`config.mk`:
```
export PLATFORM = sky130hd
export DESIGN_NAME = sddma_slave
export DESIGN_NICKNAME = d
export VERILOG_FILES = /design/src/sddma_pkg.sv /design/src/sddma_count.sv /design/src/sddma_slave.sv
export SDC_FILE = /design/constraint.sdc
export NUM_CORES = 1
export LEC_CHECK = 0
export ABC_AREA = 1
export BUFFER_PORTS_ARGS = -buffer_cell sky130_fd_sc_hd__buf_2
export CAP_MARGIN = 20
export CORE_MARGIN = 2
export CORE_UTILIZATION = 50
export DETAILED_ROUTE_END_ITERATION = 7
export PLACE_DENSITY = 0.7
export REMOVE_ABC_BUFFERS = 1
export SYNTH_ARGS = -nofsm -noshare
export SYNTH_HDL_FRONTEND = slang
export SYNTH_SLANG_ARGS = --single-unit
```
`constraint.sdc`:
```
create_clock -name clock_i -period 2.25 [get_ports clock_i]
set_input_delay 0.1125 -clock clock_i [delete_from_list [all_inputs] [get_ports clock_i]]
set_output_delay 0.1125 -clock clock_i [all_outputs]
set_load 0.03 [all_outputs]
```
`src/sddma_pkg.sv`:
```
// Purpose: shared constants for the socket distributed dma slave channel
// Assumes: byte-wide register port, offsets relative to the dma base
// Notes: none
`default_nettype none
package sddma_pkg;
  localparam int unsigned ADDR_W = 4;
  localparam int unsigned DATA_W = 8;
  localparam int unsigned COUNT_W = 16;

  localparam logic [ADDR_W-1:0] OFS_COUNT_LO = 4'h4;
  localparam logic [ADDR_W-1:0] OFS_COUNT_HI = 4'h5;
  localparam logic [ADDR_W-1:0] OFS_CMD_STAT = 4'h8;
  localparam logic [ADDR_W-1:0] OFS_SW_REQ = 4'h9;
  localparam logic [ADDR_W-1:0] OFS_MODE = 4'hb;

  localparam logic [COUNT_W-1:0] COUNT_RST = 16'h0000;
  localparam logic [COUNT_W-1:0] STEP_NARROW = 16'h0001;
  localparam logic [COUNT_W-1:0] STEP_WIDE = 16'h0002;

  localparam int unsigned CMD_DISABLE_BIT = 2;
  localparam logic CMD_DISABLE_RST = 1'b0;
  localparam logic [DATA_W-1:0] STATUS_RST = 8'h00;

  localparam logic [5:0] MODE_RST = 6'h00;
  localparam int unsigned MODE_SEL_HI = 7;
  localparam int unsigned MODE_SEL_LO = 6;
  localparam int unsigned MODE_DIR_BIT = 5;
  localparam int unsigned MODE_AUTO_BIT = 4;
  localparam int unsigned MODE_TYPE_HI = 3;
  localparam int unsigned MODE_TYPE_LO = 2;

  localparam logic [1:0] SEL_DEMAND = 2'h0;
  localparam logic [1:0] SEL_SINGLE = 2'h1;
  localparam logic [1:0] SEL_BLOCK = 2'h2;
  localparam logic [1:0] TYPE_NONE = 2'h0;
  localparam logic [1:0] TYPE_WRITE = 2'h1;
  localparam logic [1:0] TYPE_READ = 2'h2;

  typedef enum logic {SDDMA_IDLE, SDDMA_ACTIVE} sddma_state_e;
endpackage
`default_nettype wire

```
`src/sddma_count.sv`:
```
// Purpose: transfer byte count with per-transfer decrement and reload
// Assumes: load wins over a completed transfer in the same cycle
// Notes: terminal hit is a one-cycle event
`default_nettype none
module sddma_count (
  input wire logic clock_i,
  input wire logic rst_n_i,
  input wire logic ce_i,
  input wire logic clear_i,
  input wire logic wr_lo_i,
  input wire logic wr_hi_i,
  input wire logic [sddma_pkg::DATA_W-1:0] wdata_i,
  input wire logic done_i,
  input wire logic wide_i,
  input wire logic reload_i,
  output logic [sddma_pkg::COUNT_W-1:0] count_o,
  output logic tc_hit_o
);
  import sddma_pkg::*;

  logic [COUNT_W-1:0] count_reg;
  logic [COUNT_W-1:0] base_reg;
  logic [COUNT_W-1:0] step;
  logic last;

  assign step = wide_i ? STEP_WIDE : STEP_NARROW;
  assign last = (count_reg <= step);
  assign tc_hit_o = done_i && !wr_lo_i && !wr_hi_i && !clear_i && last;
  assign count_o = count_reg;

  // base copy kept for reload
  always_ff @(posedge clock_i or negedge rst_n_i) begin
    if (!rst_n_i) begin
      base_reg <= COUNT_RST;
    end else if (ce_i) begin
      if (clear_i) begin
        base_reg <= COUNT_RST;
      end else begin
        if (wr_lo_i) begin
          base_reg[7:0] <= wdata_i;
        end
        if (wr_hi_i) begin
          base_reg[15:8] <= wdata_i;
        end
      end
    end
  end

  always_ff @(posedge clock_i or negedge rst_n_i) begin
    if (!rst_n_i) begin
      count_reg <= COUNT_RST; // see RULE_02
    end else if (ce_i) begin
      if (clear_i) begin
        count_reg <= COUNT_RST;
      end else if (wr_lo_i || wr_hi_i) begin
        if (wr_lo_i) begin
          count_reg[7:0] <= wdata_i; // see RULE_01
        end
        if (wr_hi_i) begin
          count_reg[15:8] <= wdata_i; // see RULE_01
        end
      end else if (done_i) begin
        if (last) begin
          count_reg <= reload_i ? base_reg : COUNT_RST;
        end else begin
          count_reg <= count_reg - step; // see RULE_03
        end
      end
    end
  end
endmodule
`default_nettype wire

```
`src/sddma_slave.sv`:
```
// Purpose: per-socket distributed dma slave channel with its register port
// Assumes: byte register port synchronous to clock_i; mask bit arrives as a level
// Notes: xfer_req_o asks the master dma device to run transfers
// Summary of operation
// RULE_01 - writing count at 04h loads total bytes to move
// RULE_02 - count reads remaining bytes, resets to zero
// RULE_03 - count drops by one (8-bit) or two (16-bit) per transfer
// RULE_04 - command bit 2 zero enables channel, one disables; reset zero
// RULE_05 - other command bits read zero, writes to them ignored
// RULE_06 - offset 08h: command on write, status on read; status resets zero
// RULE_07 - status bits 7..4 read one while card request asserted
// RULE_08 - request status bits ignore the socket request mask
// RULE_09 - terminal count sets status bits 3..0 together
// RULE_10 - terminal count bits clear on status read or channel reset
// RULE_11 - any write to 09h raises a software transfer request
// RULE_12 - software requests are used only in block mode; the channel accepts them in demand, single and block modes
// RULE_13 - mode at 0Bh resets zero, bits 7..2 writable, 1..0 read zero
// RULE_14 - mode bits 7..6: demand, single, block, reserved
// RULE_15 - mode bit 5 address direction, bit 4 reload on terminal
// RULE_16 - mode bits 3..2: none, write to memory, read to card
// RULE_17 - set mask ignores card requests; cleared mask services them; an active demand run still continues on a masked card request
// RULE_18 - a disabled channel starts no servicing
`default_nettype none
module sddma_slave (
  input wire logic clock_i,
  input wire logic rst_n_i,
  input wire logic ce_i,
  input wire logic [sddma_pkg::ADDR_W-1:0] reg_addr_i,
  input wire logic reg_wr_i,
  input wire logic reg_rd_i,
  input wire logic [sddma_pkg::DATA_W-1:0] reg_wdata_i,
  output logic [sddma_pkg::DATA_W-1:0] reg_rdata_o,
  input wire logic card_dma_request_i,
  input wire logic socket_request_mask_i,
  input wire logic channel_reset_i,
  input wire logic wide_transfer_i,
  input wire logic xfer_done_i,
  output logic xfer_req_o,
  output logic terminal_count_o,
  output logic [1:0] transfer_mode_select_o,
  output logic address_direction_o,
  output logic reload_on_terminal_o,
  output logic [1:0] transfer_direction_o
);
  import sddma_pkg::*;

  function automatic logic hit(input logic [ADDR_W-1:0] a, input logic [ADDR_W-1:0] ofs);
    hit = (a == ofs);
  endfunction

  sddma_state_e state_reg;
  sddma_state_e state_next;
  logic channel_disable_reg;
  logic [5:0] mode_reg;
  logic [3:0] terminal_count_bits_reg;
  logic sw_req_reg;
  logic [COUNT_W-1:0] count;
  logic tc_hit;
  logic wr_lo, wr_hi, wr_cmd, wr_sw, wr_mode, rd_stat;
  logic [1:0] sel;
  logic [1:0] xtype;
  logic can_start;
  logic [3:0] request_status_bits;

  assign wr_lo = ce_i && reg_wr_i && hit(reg_addr_i, OFS_COUNT_LO);
  assign wr_hi = ce_i && reg_wr_i && hit(reg_addr_i, OFS_COUNT_HI);
  assign wr_cmd = ce_i && reg_wr_i && hit(reg_addr_i, OFS_CMD_STAT); // see RULE_06
  assign wr_sw = ce_i && reg_wr_i && hit(reg_addr_i, OFS_SW_REQ);
  assign wr_mode = ce_i && reg_wr_i && hit(reg_addr_i, OFS_MODE);
  assign rd_stat = ce_i && reg_rd_i && hit(reg_addr_i, OFS_CMD_STAT); // see RULE_06

  assign sel = mode_reg[MODE_SEL_HI-2:MODE_SEL_LO-2];
  assign xtype = mode_reg[MODE_TYPE_HI-2:MODE_TYPE_LO-2];
  assign transfer_mode_select_o = sel; // see RULE_14
  assign address_direction_o = mode_reg[MODE_DIR_BIT-2]; // see RULE_15
  assign reload_on_terminal_o = mode_reg[MODE_AUTO_BIT-2]; // see RULE_15
  assign transfer_direction_o = xtype; // see RULE_16

  sddma_count u_count (
    .clock_i(clock_i),
    .rst_n_i(rst_n_i),
    .ce_i(ce_i),
    .clear_i(channel_reset_i),
    .wr_lo_i(wr_lo),
    .wr_hi_i(wr_hi),
    .wdata_i(reg_wdata_i),
    .done_i(xfer_done_i && state_reg == SDDMA_ACTIVE),
    .wide_i(wide_transfer_i),
    .reload_i(mode_reg[MODE_AUTO_BIT-2]),
    .count_o(count),
    .tc_hit_o(tc_hit)
  );

  // command: only the disable bit is stored
  always_ff @(posedge clock_i or negedge rst_n_i) begin
    if (!rst_n_i) begin
      channel_disable_reg <= CMD_DISABLE_RST; // see RULE_04
    end else if (ce_i) begin
      if (channel_reset_i) begin
        channel_disable_reg <= CMD_DISABLE_RST;
      end else if (wr_cmd) begin
        channel_disable_reg <= reg_wdata_i[CMD_DISABLE_BIT]; // see RULE_04 RULE_05
      end
    end
  end

  always_ff @(posedge clock_i or negedge rst_n_i) begin
    if (!rst_n_i) begin
      mode_reg <= MODE_RST; // see RULE_13
    end else if (ce_i) begin
      if (channel_reset_i) begin
        mode_reg <= MODE_RST;
      end else if (wr_mode) begin
        mode_reg <= reg_wdata_i[7:2]; // see RULE_13
      end
    end
  end

  // terminal count flags: a new terminal event beats a read clear
  always_ff @(posedge clock_i or negedge rst_n_i) begin
    if (!rst_n_i) begin
      terminal_count_bits_reg <= STATUS_RST[3:0];
    end else if (ce_i) begin
      if (channel_reset_i) begin
        terminal_count_bits_reg <= 4'h0; // see RULE_10
      end else if (tc_hit) begin
        terminal_count_bits_reg <= 4'hf; // see RULE_09
      end else if (rd_stat) begin
        terminal_count_bits_reg <= 4'h0; // see RULE_10
      end
    end
  end

  // software request holds until terminal count or channel reset
  always_ff @(posedge clock_i or negedge rst_n_i) begin
    if (!rst_n_i) begin
      sw_req_reg <= 1'b0;
    end else if (ce_i) begin
      if (wr_sw) begin
        sw_req_reg <= 1'b1; // see RULE_11
      end else if (channel_reset_i || tc_hit) begin
        sw_req_reg <= 1'b0;
      end
    end
  end

  assign request_status_bits = {4{card_dma_request_i}}; // see RULE_07 RULE_08

  always_ff @(posedge clock_i or negedge rst_n_i) begin
    if (!rst_n_i) begin
      reg_rdata_o <= 8'h00;
    end else if (ce_i && reg_rd_i) begin
      case (reg_addr_i)
        OFS_COUNT_LO: reg_rdata_o <= count[7:0]; // see RULE_02
        OFS_COUNT_HI: reg_rdata_o <= count[15:8]; // see RULE_02
        OFS_CMD_STAT: reg_rdata_o <= {request_status_bits, terminal_count_bits_reg};
        OFS_MODE: reg_rdata_o <= {mode_reg, 2'b00}; // see RULE_13
        default: reg_rdata_o <= 8'h00;
      endcase
    end
  end

  // software requests are trusted to come only in block mode
  assign can_start = !channel_disable_reg // see RULE_18 RULE_04
    && (xtype == TYPE_WRITE || xtype == TYPE_READ)
    && (sel != 2'h3)
    && ((card_dma_request_i && !socket_request_mask_i) || sw_req_reg); // see RULE_17 RULE_12

  always_comb begin
    state_next = state_reg;
    case (state_reg)
      SDDMA_IDLE: begin
        if (can_start) begin
          state_next = SDDMA_ACTIVE;
        end
      end
      SDDMA_ACTIVE: begin
        if (xfer_done_i) begin
          if (tc_hit || sel == SEL_SINGLE) begin
            state_next = SDDMA_IDLE;
          end else if (sel == SEL_DEMAND && !card_dma_request_i && !sw_req_reg) begin
            state_next = SDDMA_IDLE;
          end
        end else if (sel == SEL_DEMAND && !card_dma_request_i && !sw_req_reg) begin
          state_next = SDDMA_IDLE;
        end
      end
      default: state_next = SDDMA_IDLE;
    endcase
    if (channel_reset_i) begin
      state_next = SDDMA_IDLE;
    end
  end

  always_ff @(posedge clock_i or negedge rst_n_i) begin
    if (!rst_n_i) begin
      state_reg <= SDDMA_IDLE;
    end else if (ce_i) begin
      state_reg <= state_next;
    end
  end

  always_ff @(posedge clock_i or negedge rst_n_i) begin
    if (!rst_n_i) begin
      terminal_count_o <= 1'b0;
    end else if (ce_i) begin
      terminal_count_o <= tc_hit;
    end
  end

  assign xfer_req_o = (state_reg == SDDMA_ACTIVE);

  property p_count_load;
    @(posedge clock_i) disable iff (!rst_n_i)
    wr_lo && !channel_reset_i |=> count[7:0] == $past(reg_wdata_i);
  endproperty
  a_count_load: assert property (p_count_load) else $error("count low byte lost"); // see RULE_01

  property p_count_read;
    @(posedge clock_i) disable iff (!rst_n_i)
    ce_i && reg_rd_i && reg_addr_i == OFS_COUNT_HI |=> reg_rdata_o == $past(count[15:8]);
  endproperty
  a_count_read: assert property (p_count_read) else $error("count read mismatch"); // see RULE_02

  property p_decrement;
    @(posedge clock_i) disable iff (!rst_n_i)
    ce_i && xfer_done_i && xfer_req_o && !tc_hit && !wr_lo && !wr_hi && !channel_reset_i
    |=> count == $past(count) - ($past(wide_transfer_i) ? STEP_WIDE : STEP_NARROW);
  endproperty
  a_decrement: assert property (p_decrement) else $error("bad count step"); // see RULE_03

  property p_disabled_idle;
    @(posedge clock_i) disable iff (!rst_n_i)
    !xfer_req_o && channel_disable_reg |=> !xfer_req_o;
  endproperty
  a_disabled_idle: assert property (p_disabled_idle) else $error("disabled start"); // see RULE_18

  property p_req_status;
    @(posedge clock_i) disable iff (!rst_n_i)
    rd_stat |=> reg_rdata_o[7:4] == {4{$past(card_dma_request_i)}};
  endproperty
  a_req_status: assert property (p_req_status) else $error("request status wrong"); // see RULE_07

  property p_tc_set;
    @(posedge clock_i) disable iff (!rst_n_i)
    ce_i && tc_hit && !channel_reset_i |=> terminal_count_bits_reg == 4'hf && terminal_count_o;
  endproperty
  a_tc_set: assert property (p_tc_set) else $error("terminal bits not set"); // see RULE_09

  property p_tc_clear;
    @(posedge clock_i) disable iff (!rst_n_i)
    rd_stat && !tc_hit ##1 1'b1 |-> terminal_count_bits_reg == 4'h0;
  endproperty
  a_tc_clear: assert property (p_tc_clear) else $error("terminal bits not cleared"); // see RULE_10

  property p_sw_req;
    @(posedge clock_i) disable iff (!rst_n_i)
    wr_sw |=> sw_req_reg;
  endproperty
  a_sw_req: assert property (p_sw_req) else $error("software request lost"); // see RULE_11

  property p_mode_low;
    @(posedge clock_i) disable iff (!rst_n_i)
    ce_i && reg_rd_i && reg_addr_i == OFS_MODE |=> reg_rdata_o[1:0] == 2'b00;
  endproperty
  a_mode_low: assert property (p_mode_low) else $error("mode low bits nonzero"); // see RULE_13

  property p_masked;
    @(posedge clock_i) disable iff (!rst_n_i)
    !xfer_req_o && socket_request_mask_i && !sw_req_reg |=> !xfer_req_o;
  endproperty
  a_masked: assert property (p_masked) else $error("masked request serviced"); // see RULE_17

  property p_single;
    @(posedge clock_i) disable iff (!rst_n_i)
    ce_i && xfer_req_o && xfer_done_i && sel == SEL_SINGLE |=> !xfer_req_o;
  endproperty
  a_single: assert property (p_single) else $error("single mode kept servicing"); // see RULE_14

  c_start: cover property (@(posedge clock_i) disable iff (!rst_n_i) $rose(xfer_req_o));
  c_terminal: cover property (@(posedge clock_i) disable iff (!rst_n_i) tc_hit);
  c_block_sw: cover property (@(posedge clock_i) disable iff (!rst_n_i)
    sw_req_reg && sel == SEL_BLOCK && xfer_req_o);
endmodule
`default_nettype wire

```
Word-level counts from Yosys, hierarchy flattened
Index checks and enable logic that the tools add are counted.

Add/subtract/negate cells: 1. Magnitude comparators: 1. Eq/ne operators: 11. Multiplexer cells: 25. Bitwise logic cells: 1. Reduce and logical (&&, ||, !) cells: 47.

Operators with widths (count): 16-bit two-way mux (6); 8-bit one-hot mux with 4 select lines (1); 1-bit logical AND (19); 16-bit less-or-equal comparator (1); 8-bit two-way mux (2); 16-bit subtractor (1); 4-bit equality test, second input constant (3); 4-bit two-way mux (3); 6-bit two-way mux (2); 2-bit AND reduction (6); 2-bit nonzero test (5); 1-bit two-way mux (9); 4-bit by 3-bit equality test with 1-bit output, second input constant (2); 1-bit logical NOT (7); 3-bit by 2-bit inequality test with 1-bit output, second input constant (2); 3-bit AND reduction (2); 3-bit nonzero test (2); 1-bit logical OR (5); 2-bit by 1-bit equality test with 1-bit output, second input constant (2); 2-bit equality test, second input constant (1); 2-bit logical NOT (1); 2-bit two-way mux (1); 2-bit inequality test, second input constant (1); 1-bit one-hot mux with 2 select lines (1); 1-bit inverter (1).

Bits in registers: 54. Output and inout bits: 16. Logic and storage cells: 97.

Depth between registers and ports, before layout
Gate-level depths: netlist (run 1).

Word-level depth: 12. Gate-level depth with buffers: 14.

By module
From an unflattened synthesis (run 1), not the netlist that was laid out.

Cells, all modules: 504. Area, all modules: 3438.3 µm².

Modules (own cells, without submodules): sddma_count (instances 1, cells an instance 339, area an instance 2262.2 µm²); sddma_slave (instances 1, cells an instance 165, area an instance 1176.1 µm²).

Least setup slack after synthesis (run 1)
OpenSTA, ideal clock, no wires.

Path type: reg-to-reg. Start point: register u_count.count_reg[0] (netlist: u_count.count_o[0]). End point: register u_count.count_reg[13] (netlist: u_count.count_o[13]). Setup time: 0.116 ns. Arrival time: 1.755 ns. Setup slack: 0.378 ns. Stages on the path, launching flop included: 14. Path buffers: 1. Cells stage by stage: dfrtp_1 inv_1 ha_1 inv_1 fa_1 a21oi_2 nand2_2 nor2_4 buf_6 nand2_1 nand2_1 nand2_1 nand2_1 nand2_1.

Cells in the longest elaborated chain, start to end: 5. Elaborated cells between the ends (all ways): 6. Classes of those cells: add/sub (1); order compare (1); mux (4).

Ends and longest elaborated chain: start, declared (line sddma_count.sv:21) `logic [COUNT_W-1:0] count_reg;`; start signal, assigned (line sddma_count.sv:57) `count_reg[7:0] <= wdata_i;`; start signal, assigned (line sddma_count.sv:64) `count_reg <= reload_i ? base_reg : COUNT_RST;`; start signal, assigned (line sddma_count.sv:66) `count_reg <= count_reg - step;`; 16-bit subtractor or 16-bit less-or-equal comparator (tied branches) (line sddma_count.sv:66, sddma_count.sv:27); 16-bit two-way mux * (line sddma_count.sv:63) `if (last) begin`; 16-bit two-way mux * (line sddma_count.sv:62) `end else if (done_i) begin`; 16-bit two-way mux * (line sddma_count.sv:55) `end else if (wr_lo_i || wr_hi_i) begin`; 16-bit two-way mux * (line sddma_count.sv:53) `if (clear_i) begin`.

Mark *: on every way between the ends. The rest lies on a longest branch, timed or not. The select of a mux whose other input is x is not followed. A chain may end at the register's enable or synchronous reset.

Worst setup path after layout (run 1)
Start point: register u_count.count_reg[0] (netlist: u_count.count_o[0]). End point: register u_count.count_reg[7] (netlist: u_count.count_o[7]).

The elaborated chain is that of the path after synthesis.

==> impl_results.md, run 1 <==
* Slew margin rel. at 0.489
* # setup viols final at 0
* Die width at 84.9 um
* H-tree depth at 2
* GPL Wtd Cong at 0.918
* P&R area growth vs syn at 13.1%
* Design area at 3700 sq um
* Critical Path AT at 2.38 ns
* Wirelength per Cell at 15.0 um
* Hold Crit Endpoint: u_count.base_reg[8]
* Worst hold stages at 3
* Hold_ws at 0.0807 ns
* Yosys top cell by area: dfrtp_1
* HPWL Detailed at 6.81 mm
* Chip height at 84.9 um
* Vias per cell at 5.33
* DR pass1 iterations at 5
* I/O pins at 38
* FF-to-FF End: u_count.count_o[7]
* Initial core utilization at 0.515
* VDD IR max at 687 uV
* Tcrit/Tclk final at 0.942
* Status: completed
* Kind of critical path: reg2reg
* Hold_sp: reg_wdata_i[0]
* Core area at 6350 sq um
* Fillers at 651
* Required time of the worst setup path at 2.51 ns
* Total CTS buffers at 5
* Vias in the first global route at 2,905
* CP max FO at 6
* DRC violations left at 0
* Setup Skew at 0.00648 ns
* Root buf cell: clkbuf_8
* Max stage delay cell, worst path: fa_1
* Fraction of layout cells with a size suffix above 1 at 0.179
* Initial antenna violation count at 0
* Inserted Diodes at 0
* DIE AREA at 7210 sq um
* Syn. warnings at 0
* Port bufs at 37
* Crit-path cells: inv_1, ha_1, inv_1, fa_1, a21oi_2, nand2_2, nor2_4, buf_4, nand3_1, nand3_1, nand2_1, nand2_1
* Post-synth ARST share at 1.00
* FMAX at 472 MHz
* Vias at 3,181
* Iter 0 DRT Violations at 225
* Util after Layout at 0.583
* Post-synthesis register bit count at 51
* Share of the synthesized area in the top cell type at 0.390
* RR Startpoint: u_count.count_o[0]
* Most common library cell in the layout ignoring fill and taps: nand2_1
* Ys flop type: dfrtp_1
* Min cycle time layout at 2.12 ns
* Cells after Synth at 477
* GRT overflow at 0
* Pleak at 2.08 nW
* Nets at 544
* Clock buffer depth at 2
* Ranking of synthesized cells by area: dfrtp_1, nand2_1, nand3_1
* Largest net degree at the start of global routing at 32
* Clock slew seen by the registers of the worst setup and hold paths at 0.10 ns
* DP Area at 3530 sq um
* ANT nets after route at 0
* Sequential element share of the synthesized area at 0.390
* Syn avg cell area at 6.86 sq um
* EDFF count, synth at 0
* Site Rows at 29
* Most frequent cells in the layout: nand2_1, dfrtp_1, inv_1
* Worst Max-Slew Pin Slew at 0.766 ns
* Final hold violations at 0
* Hold Path Class: in2reg
* Max Cap Violations at 0
* Gr usage total at 0.265
* Global-route wire length before repair at 15.0 mm
* Crit path largest cell delay at 0.41 ns
* R2R Setup Slk at 0.13 ns
* Synth cell types at 36
* Synthesized area at 3270 sq um
* Clk sinks at 51
* Startpoint types: flip-flop
* Routed WL at 8.93 mm
* Slew Viols, Final at 0
* Worst skew pair latency at 0.31 ns
* R2R cell count at 12
* Pwr dens at 1070 nW/um^2
* Worst setup EP type: flip-flop
* TritonCTS clock tree: built
==> per-layer routing <==
metal  global-route usage  share of wire  vias up
li1                     -              -     1579
met1                0.395           0.46     1449
met2                0.407           0.45      139
met3               0.0370          0.072       14
met4               0.0707          0.019        0
met5                    0              0        -
==> per-stage QoR <==
step                      power (mW)  worst slack, ns  TNS [ns]  std cells
after floorplan                 2.60            0.311         0        467
after global routing            4.29          -0.0173   -0.0173        597
after global placement          3.10            0.211         0        585
after detailed placement        3.12            0.175         0        585
after CTS                       3.91            0.130         0        594
final                           3.96            0.130         0        597
==> synth_stat cells, types with 5 or more instances <==
cell type	number
nand2_1	199
inv_2	9
nor2_1	36
o21ai_1	5
nand3_1	37
inv_1	40
o21ai_0	34
nor2_2	9
dfrtp_1	51
==> cell type report <==
class	count	area (sq um)	area share
Multi-Input combinational cell	365	1740	0.470
Sequential cell	51	1280	0.345
Timing Repair Buffer	45	260	0.0703
Inverter	51	194	0.0524
Tap cell	77	96.3	0.0260
Clock buffer	5	68.8	0.0186
Clock inverter	3	67.6	0.0183
==> repair_timing <==
| action | in CTS | in global routing |
|---|---|---|
| hold buffers | 1 | 0 |
| setup buffers | 0 | 3 |
| endpoints found under the hold margin | 29 | 0 |
| resized for setup | 0 | 2 |
| endpoints found under the setup margin | 0 | 6 |
==> worst max-delay path by stage <==
| stage | from | end | depth (start not counted) |
|---|---|---|---|
| floorplan | u_count.count_o[0] | u_count.count_o[1] | 10 |
| global placement | u_count.count_o[0] | xfer_req_o | 10 |
| detailed placement | u_count.count_o[0] | sw_req_reg | 10 |
| CTS | u_count.count_o[0] | u_count.count_o[0] | 12 |
| global route | u_count.count_o[0] | u_count.count_o[7] | 12 |
| finish | u_count.count_o[0] | u_count.count_o[7] | 12 |
==> kinds of logic after synthesis <==
kind of cell | count (synthesis) | share of synthesized area
buf+inv | 61 | 0.0799
mux | 1 | 0.00344
simple gates | 303 | 0.411
compound gates | 54 | 0.0910
fa+ha+maj | 3 | 0.0138
xor+xnor | 4 | 0.0107
flops | 51 | 0.390
==> worst max-delay path: cells and delay by family (launching register included) <==
family                     cells  cell delay (ns)
and+or+nand+nor                6             0.63
adders and majority gates      2             0.54
DFF                            1             0.39
buffers and inverters          3             0.29
AOI/OAI and AO/OA              1             0.23
==> report_power, final <==
part           switching [mW]  total [mW]  internal [mW]
combinational            1.23        1.89          0.654
sequential              0.213        1.30           1.09
clock                   0.327       0.771          0.444
total                    1.77        3.96           2.19
(Power assumes the default switching activity.)
==> run 2, diff against run 1 <==
Clock period 2.25 ns to 2.2 ns, I/O delays scaled along.
==> run 2 against run 1 <==
Global-route usage down 0.85 points. Routed wire length shrank 2.6%. Hold slack improved by 0.017 ns. Clock skew down 0.0011 ns. Via count decreased by 0.38%. First-iteration DRC count up 2.7%. Non-clock buffer count shrank 3. Flip-flop and latch count stayed put. Cell area decreased by 1.0%. Critical path depth is 1 lower. Clock-buffer cell count grew 1.
==> impl_results.md, run 2 (synthesis results as in run 1) <==
* Setup TNS at 0 ns
* Fraction of layout cells with a size suffix above 1 at 0.176
* DR pass1 iterations at 4
* Clock buffer depth at 2
* Final hold violations at 0
* Chip height at 84.9 um
* Required time of the worst setup path at 2.41 ns
* Worst setup EP type: flip-flop
* Global-route wire length before repair at 14.7 mm
* Met3 Use GR at 0.0350
* Clk sinks at 51
* Nets at 541
* GPL Wtd Cong at 0.944
* Die width at 84.9 um
* Initial core utilization at 0.515
* # setup viols final at 0
* GRT overflow at 0
* Slew Viols, Final at 0
* RSZ-0062 raised after global routing: no
* CP max FO at 16
* Vias at 3,169
* P&R area growth vs syn at 11.9%
* H-tree depth at 2
* Hold Path Class: in2reg
* R2R cell count at 11
* Most common library cell in the layout ignoring fill and taps: nand2_1
* Total CTS buffers at 5
* Worst skew pair latency at 0.31 ns
* Setup Skew at 0.00539 ns
* VDD IR max at 587 uV
* Area occupied by multi-input gates at 1740 sq um
* Startpoint types: flip-flop
* Tcrit/Tclk final at 0.933
* Site Rows at 29
* Pwr dens at 1080 nW/um^2
* Routed WL at 8.70 mm
* Layer with the highest usage: met2
* Fillers at 607
* Root buf cell: clkbuf_8
* Slew margin rel. at 0.546
* Worst hold stages at 3
* Iter 0 DRT Violations at 231
* Vias per cell at 5.34
* GRT met2 Usage at 0.394
* Gr usage total at 0.257
* Min cycle time layout at 2.05 ns
* TritonCTS clock tree: built
* Max Cap Violations at 0
* Largest net degree at the start of global routing at 52
* Pleak at 2.06 nW
* DIE AREA at 7210 sq um
* Sequential standard cell area at 1280 sq um
* DRC violations left at 0
* Util after Layout at 0.577
* Port bufs at 37
* Worst Max-Slew Pin Slew at 0.680 ns
* FMAX at 487 MHz
* Inserted Diodes at 0
* Wirelength per Cell at 14.6 um
* Met1 usage at 0.379
* I/O pins at 38
* Core area at 6350 sq um
* Initial antenna violation count at 0
* Most frequent cells in the layout: nand2_1, dfrtp_1, inv_1
* HPWL Detailed at 6.52 mm
* Clock slew seen by the registers of the worst setup and hold paths at 0.10 ns
* Vias in the first global route at 3,008
* ANT nets after route at 0
* Critical Path AT at 2.26 ns
* Status: completed
* Kind of critical path: reg2reg
[run 2: cell types whose count changed in the layout (fill, tap and decap cells not counted)]
cell	change
buf_4	-3
bufinv_16	-1
clkbuf_8	+1
clkinv_2	+1
clkinvlp_4	-1
fa_1	-1
fa_2	+1
o21ai_0	+1
o21ai_1	-1
[run 2: worst paths after layout]
kind / start / end / slack [ns]
setup / recovery: u_count.count_o[0] / u_count.count_o[9] / 0.15
hold / removal: reg_wdata_i[0] / u_count.base_reg[8] / 0.1
setup reg to reg: u_count.count_o[0] / u_count.count_o[9] / 0.15
hold reg to reg: reg_rdata_o[6] / reg_rdata_o[6] / 0.48
max in group asynchronous: rst_n_i / u_count.base_reg[14] / 1.30
min in group asynchronous: rst_n_i / reg_rdata_o[3] / 0.44
[run 2: area by class of cell]
cell class / count / area share
Timing Repair Buffer: 42 / 0.0649
Tap cell: 77 / 0.0263
Clock inverter: 2 / 0.00957
Clock buffer: 6 / 0.0225
Inverter: 51 / 0.0530
Sequential cell: 51 / 0.348
Multi-Input combinational cell: 365 / 0.475
[run 2: report_power, final]
| group | switching, mW | internal [mW] |
|---|---|---|
| Combinational | 1.24 | 0.651 |
| Sequential | 0.233 | 1.12 |
| Clock | 0.335 | 0.369 |
[run 2: routing by layer]
| metal | routed length [um] | vias up |
|---|---|---|
| met2 | 3780 | 104 |
| met4 | 187 | 0 |
| li1 | - | 1582 |
| met5 | 0 | - |
| met3 | 451 | 16 |
| met1 | 4270 | 1467 |
[run 2: metrics by stage]
step | cell area, sq um | instances | hold slack (ns) | setup WS (ns) | power [mW]
4_1_cts | 3640 | 593 | 0.0997 | 0.0952 | 3.85
3_5_place_dp | 3510 | 584 | 0.271 | 0.114 | 3.15
6_report | 3660 | 594 | 0.0974 | 0.147 | 3.94
2_1_floorplan | 3210 | 467 | -0.186 | 0.261 | 2.66
5_1_grt | 3660 | 594 | 0.102 | 0.0408 | 4.24
3_3_place_gp | 3510 | 584 | 0.267 | 0.171 | 3.12
[run 2: critical path, cell delays in order, from the launching register on]
cell and delay [ns]:
dfrtp_1 0.40, inv_1 0.07, ha_1 0.13, inv_1 0.06, fa_2 0.36, a21oi_2 0.22
nand3_2 0.11, buf_4 0.21, nand3_1 0.14, nand2_1 0.08, nand3_1 0.11, nand2_1 0.06
[run 2: what timing repair did]
item,4_1_cts,5_1_grt
hold buffers,1,0
endpoints found under the hold margin,51,0
gates resized for setup,0,2
setup buffers,0,1
endpoints found under the setup margin,0,14
==> run 3, diff against run 2 <==
Settings changed: CORE_MARGIN 2 to default.
==> run 3 against run 2 <==
Hold slack got worse by 0.016 ns. Global-route usage up 1.3 points. Clock power fell by 23%. Core utilization hardly changed. Routed wire length grew 1.9%. Cell area hardly changed. Setup slack improved by 0.0075 ns. Critical path depth stayed put. First-iteration DRC count up 13%. Register-to-register slack about the same. Combinational power up 4%. Critical endpoint is now u_count.count_o[4].
==> impl_results.md, run 3 (synthesis results as in run 1) <==
* Worst Max-Slew Pin Slew at 0.661 ns
* Setup Skew at 0.00654 ns
* Max Cap Violations at 0
* Hold_sp: reg_wdata_i[0]
* Hold Crit Endpoint: u_count.base_reg[8]
* Clk sinks at 51
* Vias per cell at 5.27
* Crit-path cells: inv_1, ha_1, inv_1, fa_2, a21oi_4, nand3_2, buf_4, o21ai_1, nand3_1, nand2_1, o21ai_2
* VDD IR max at 602 uV
* Gr usage total at 0.269
* CP delay by family, top: adder cells
* Pwr dens at 1050 nW/um^2
* Setup TNS at 0 ns
* Nets at 542
* Site Rows at 29
* Startpoint types: flip-flop
* Slew margin rel. at 0.560
* Crit path largest cell delay at 0.40 ns
* Chip height at 82.9 um
* DIE AREA at 6870 sq um
* H-tree depth at 2
* ANT nets after route at 0
* DR pass1 iterations at 5
* Initial antenna violation count at 0
* Core area at 6350 sq um
* CP most frequent cell: inv_1
* Initial core utilization at 0.515
* Routed WL at 8.86 mm
* Vias at 3,136
* Clock buffer depth at 2
* Inserted Diodes at 0
* Worst setup EP type: flip-flop
* Port bufs at 37
* Clock slew seen by the registers of the worst setup and hold paths at 0.09 ns
* Most common library cell in the layout ignoring fill and taps: nand2_1
* Hold Path Class: in2reg
* Root buf cell: clkbuf_8
* Final hold violations at 0
* Worst skew pair latency at 0.31 ns
* Fillers at 589
* R2R Setup Slk at 0.15 ns
* Die width at 82.9 um
* GRT overflow at 0
* Area occupied by multi-input gates at 1760 sq um
* Pleak at 2.05 nW
* P&R area growth vs syn at 11.9%
* WP buf/inv at 3
* FMAX at 489 MHz
* Sequential standard cell area at 1280 sq um
* Total CTS buffers at 5
* Min cycle time layout at 2.05 ns
* Final worst slack at 0.154 ns
* Required time of the worst setup path at 2.40 ns
* Iter 0 DRT Violations at 261
* Largest net degree at the start of global routing at 52
* FF-to-FF End: u_count.count_o[4]
* TritonCTS clock tree: built
* Vias in the first global route at 3,025
* RSZ-0062 raised after global routing: no
* DRC violations left at 0
* # setup viols final at 0
* CP max FO at 12
* Global-route wire length before repair at 14.9 mm
* Worst path depth at 11
* R2R cell count at 11
* Most frequent cells in the layout: nand2_1, dfrtp_1, inv_1
* Tcrit/Tclk final at 0.930
* Max stage delay cell, worst path: dfrtp_1
* Slew Viols, Final at 0
* HPWL Detailed at 6.65 mm
* I/O pins at 38
* Fraction of layout cells with a size suffix above 1 at 0.178
* GPL Wtd Cong at 0.884
* Critical Path AT at 2.25 ns
* Status: completed
* RR Startpoint: u_count.count_o[0]
* Wirelength per Cell at 14.9 um
* Worst hold stages at 3
* Kind of critical path: reg2reg
* Pre-CTS setup slack at 0.119 ns
[run 3: changes by cell type in the layout (fill, tap and decap cells not counted), sizes merged]
cell | before | now
bufinv | 1 | 0
buf | 41 | 42
clkbuf | 6 | 7
[run 3: final cells by class]
cell class,instances,share of cell area
Clock inverter,1,0.00137
Multi-Input combinational cell,365,0.479
Timing Repair Buffer,43,0.0704
Sequential cell,51,0.349
Tap cell,77,0.0263
Inverter,51,0.0530
Clock buffer,7,0.0208
[run 3: per-stage QoR]
step	power [mW]	cell area, sq um	util	instances	hold slack (ns)
finish	3.84	3660	0.577	595	0.0815
global route	4.15	3660	0.577	595	0.103
CTS	3.72	3620	0.570	594	0.0838
detailed placement	3.18	3530	0.556	585	0.128
global placement	3.15	3530	0.556	585	0.126
floorplan	2.66	3210	-	467	-0.186
[run 3: worst min-delay path, delay by kind of cell]
kind / cells / cell delay, ns
buffers and inverters: 2 / 0.18
AO/OA/AOI/OAI: 1 / 0.07
[run 3: how the worst max path moves through the flow]
stage	from	slack (ns)	to
2_1_floorplan	u_count.count_o[0]	0.26	u_count.count_o[1]
3_3_place_gp	u_count.count_o[0]	0.14	u_count.count_o[4]
3_5_place_dp	u_count.count_o[0]	0.12	u_count.count_o[2]
4_1_cts	u_count.count_o[0]	0.09	xfer_req_o
5_1_grt	u_count.count_o[0]	0.05	u_count.count_o[4]
6_report	u_count.count_o[0]	0.15	u_count.count_o[4]
[run 3: report_power, final]
group          switching, mW  internal [mW]  total [mW]
Sequential             0.220           1.12        1.34
Combinational           1.28          0.677        1.96
Clock                  0.316          0.224       0.541
Total                   1.82           2.02        3.84
[run 3: per-layer routing]
layer  wire length (um)  global-route usage  up-vias
met2               3910               0.409       84
met5                  0                   0        -
met1               4350               0.395     1450
met4                214              0.0862        0
met3                390              0.0408       20
li1                   -                   -     1582
[run 3: timing repair]
action,4_1_cts,5_1_grt
hold buffers,1,0
buffers inserted,0,1
endpoints found under the setup margin,0,19
hold endpoints to repair,51,0
resized for setup,0,6
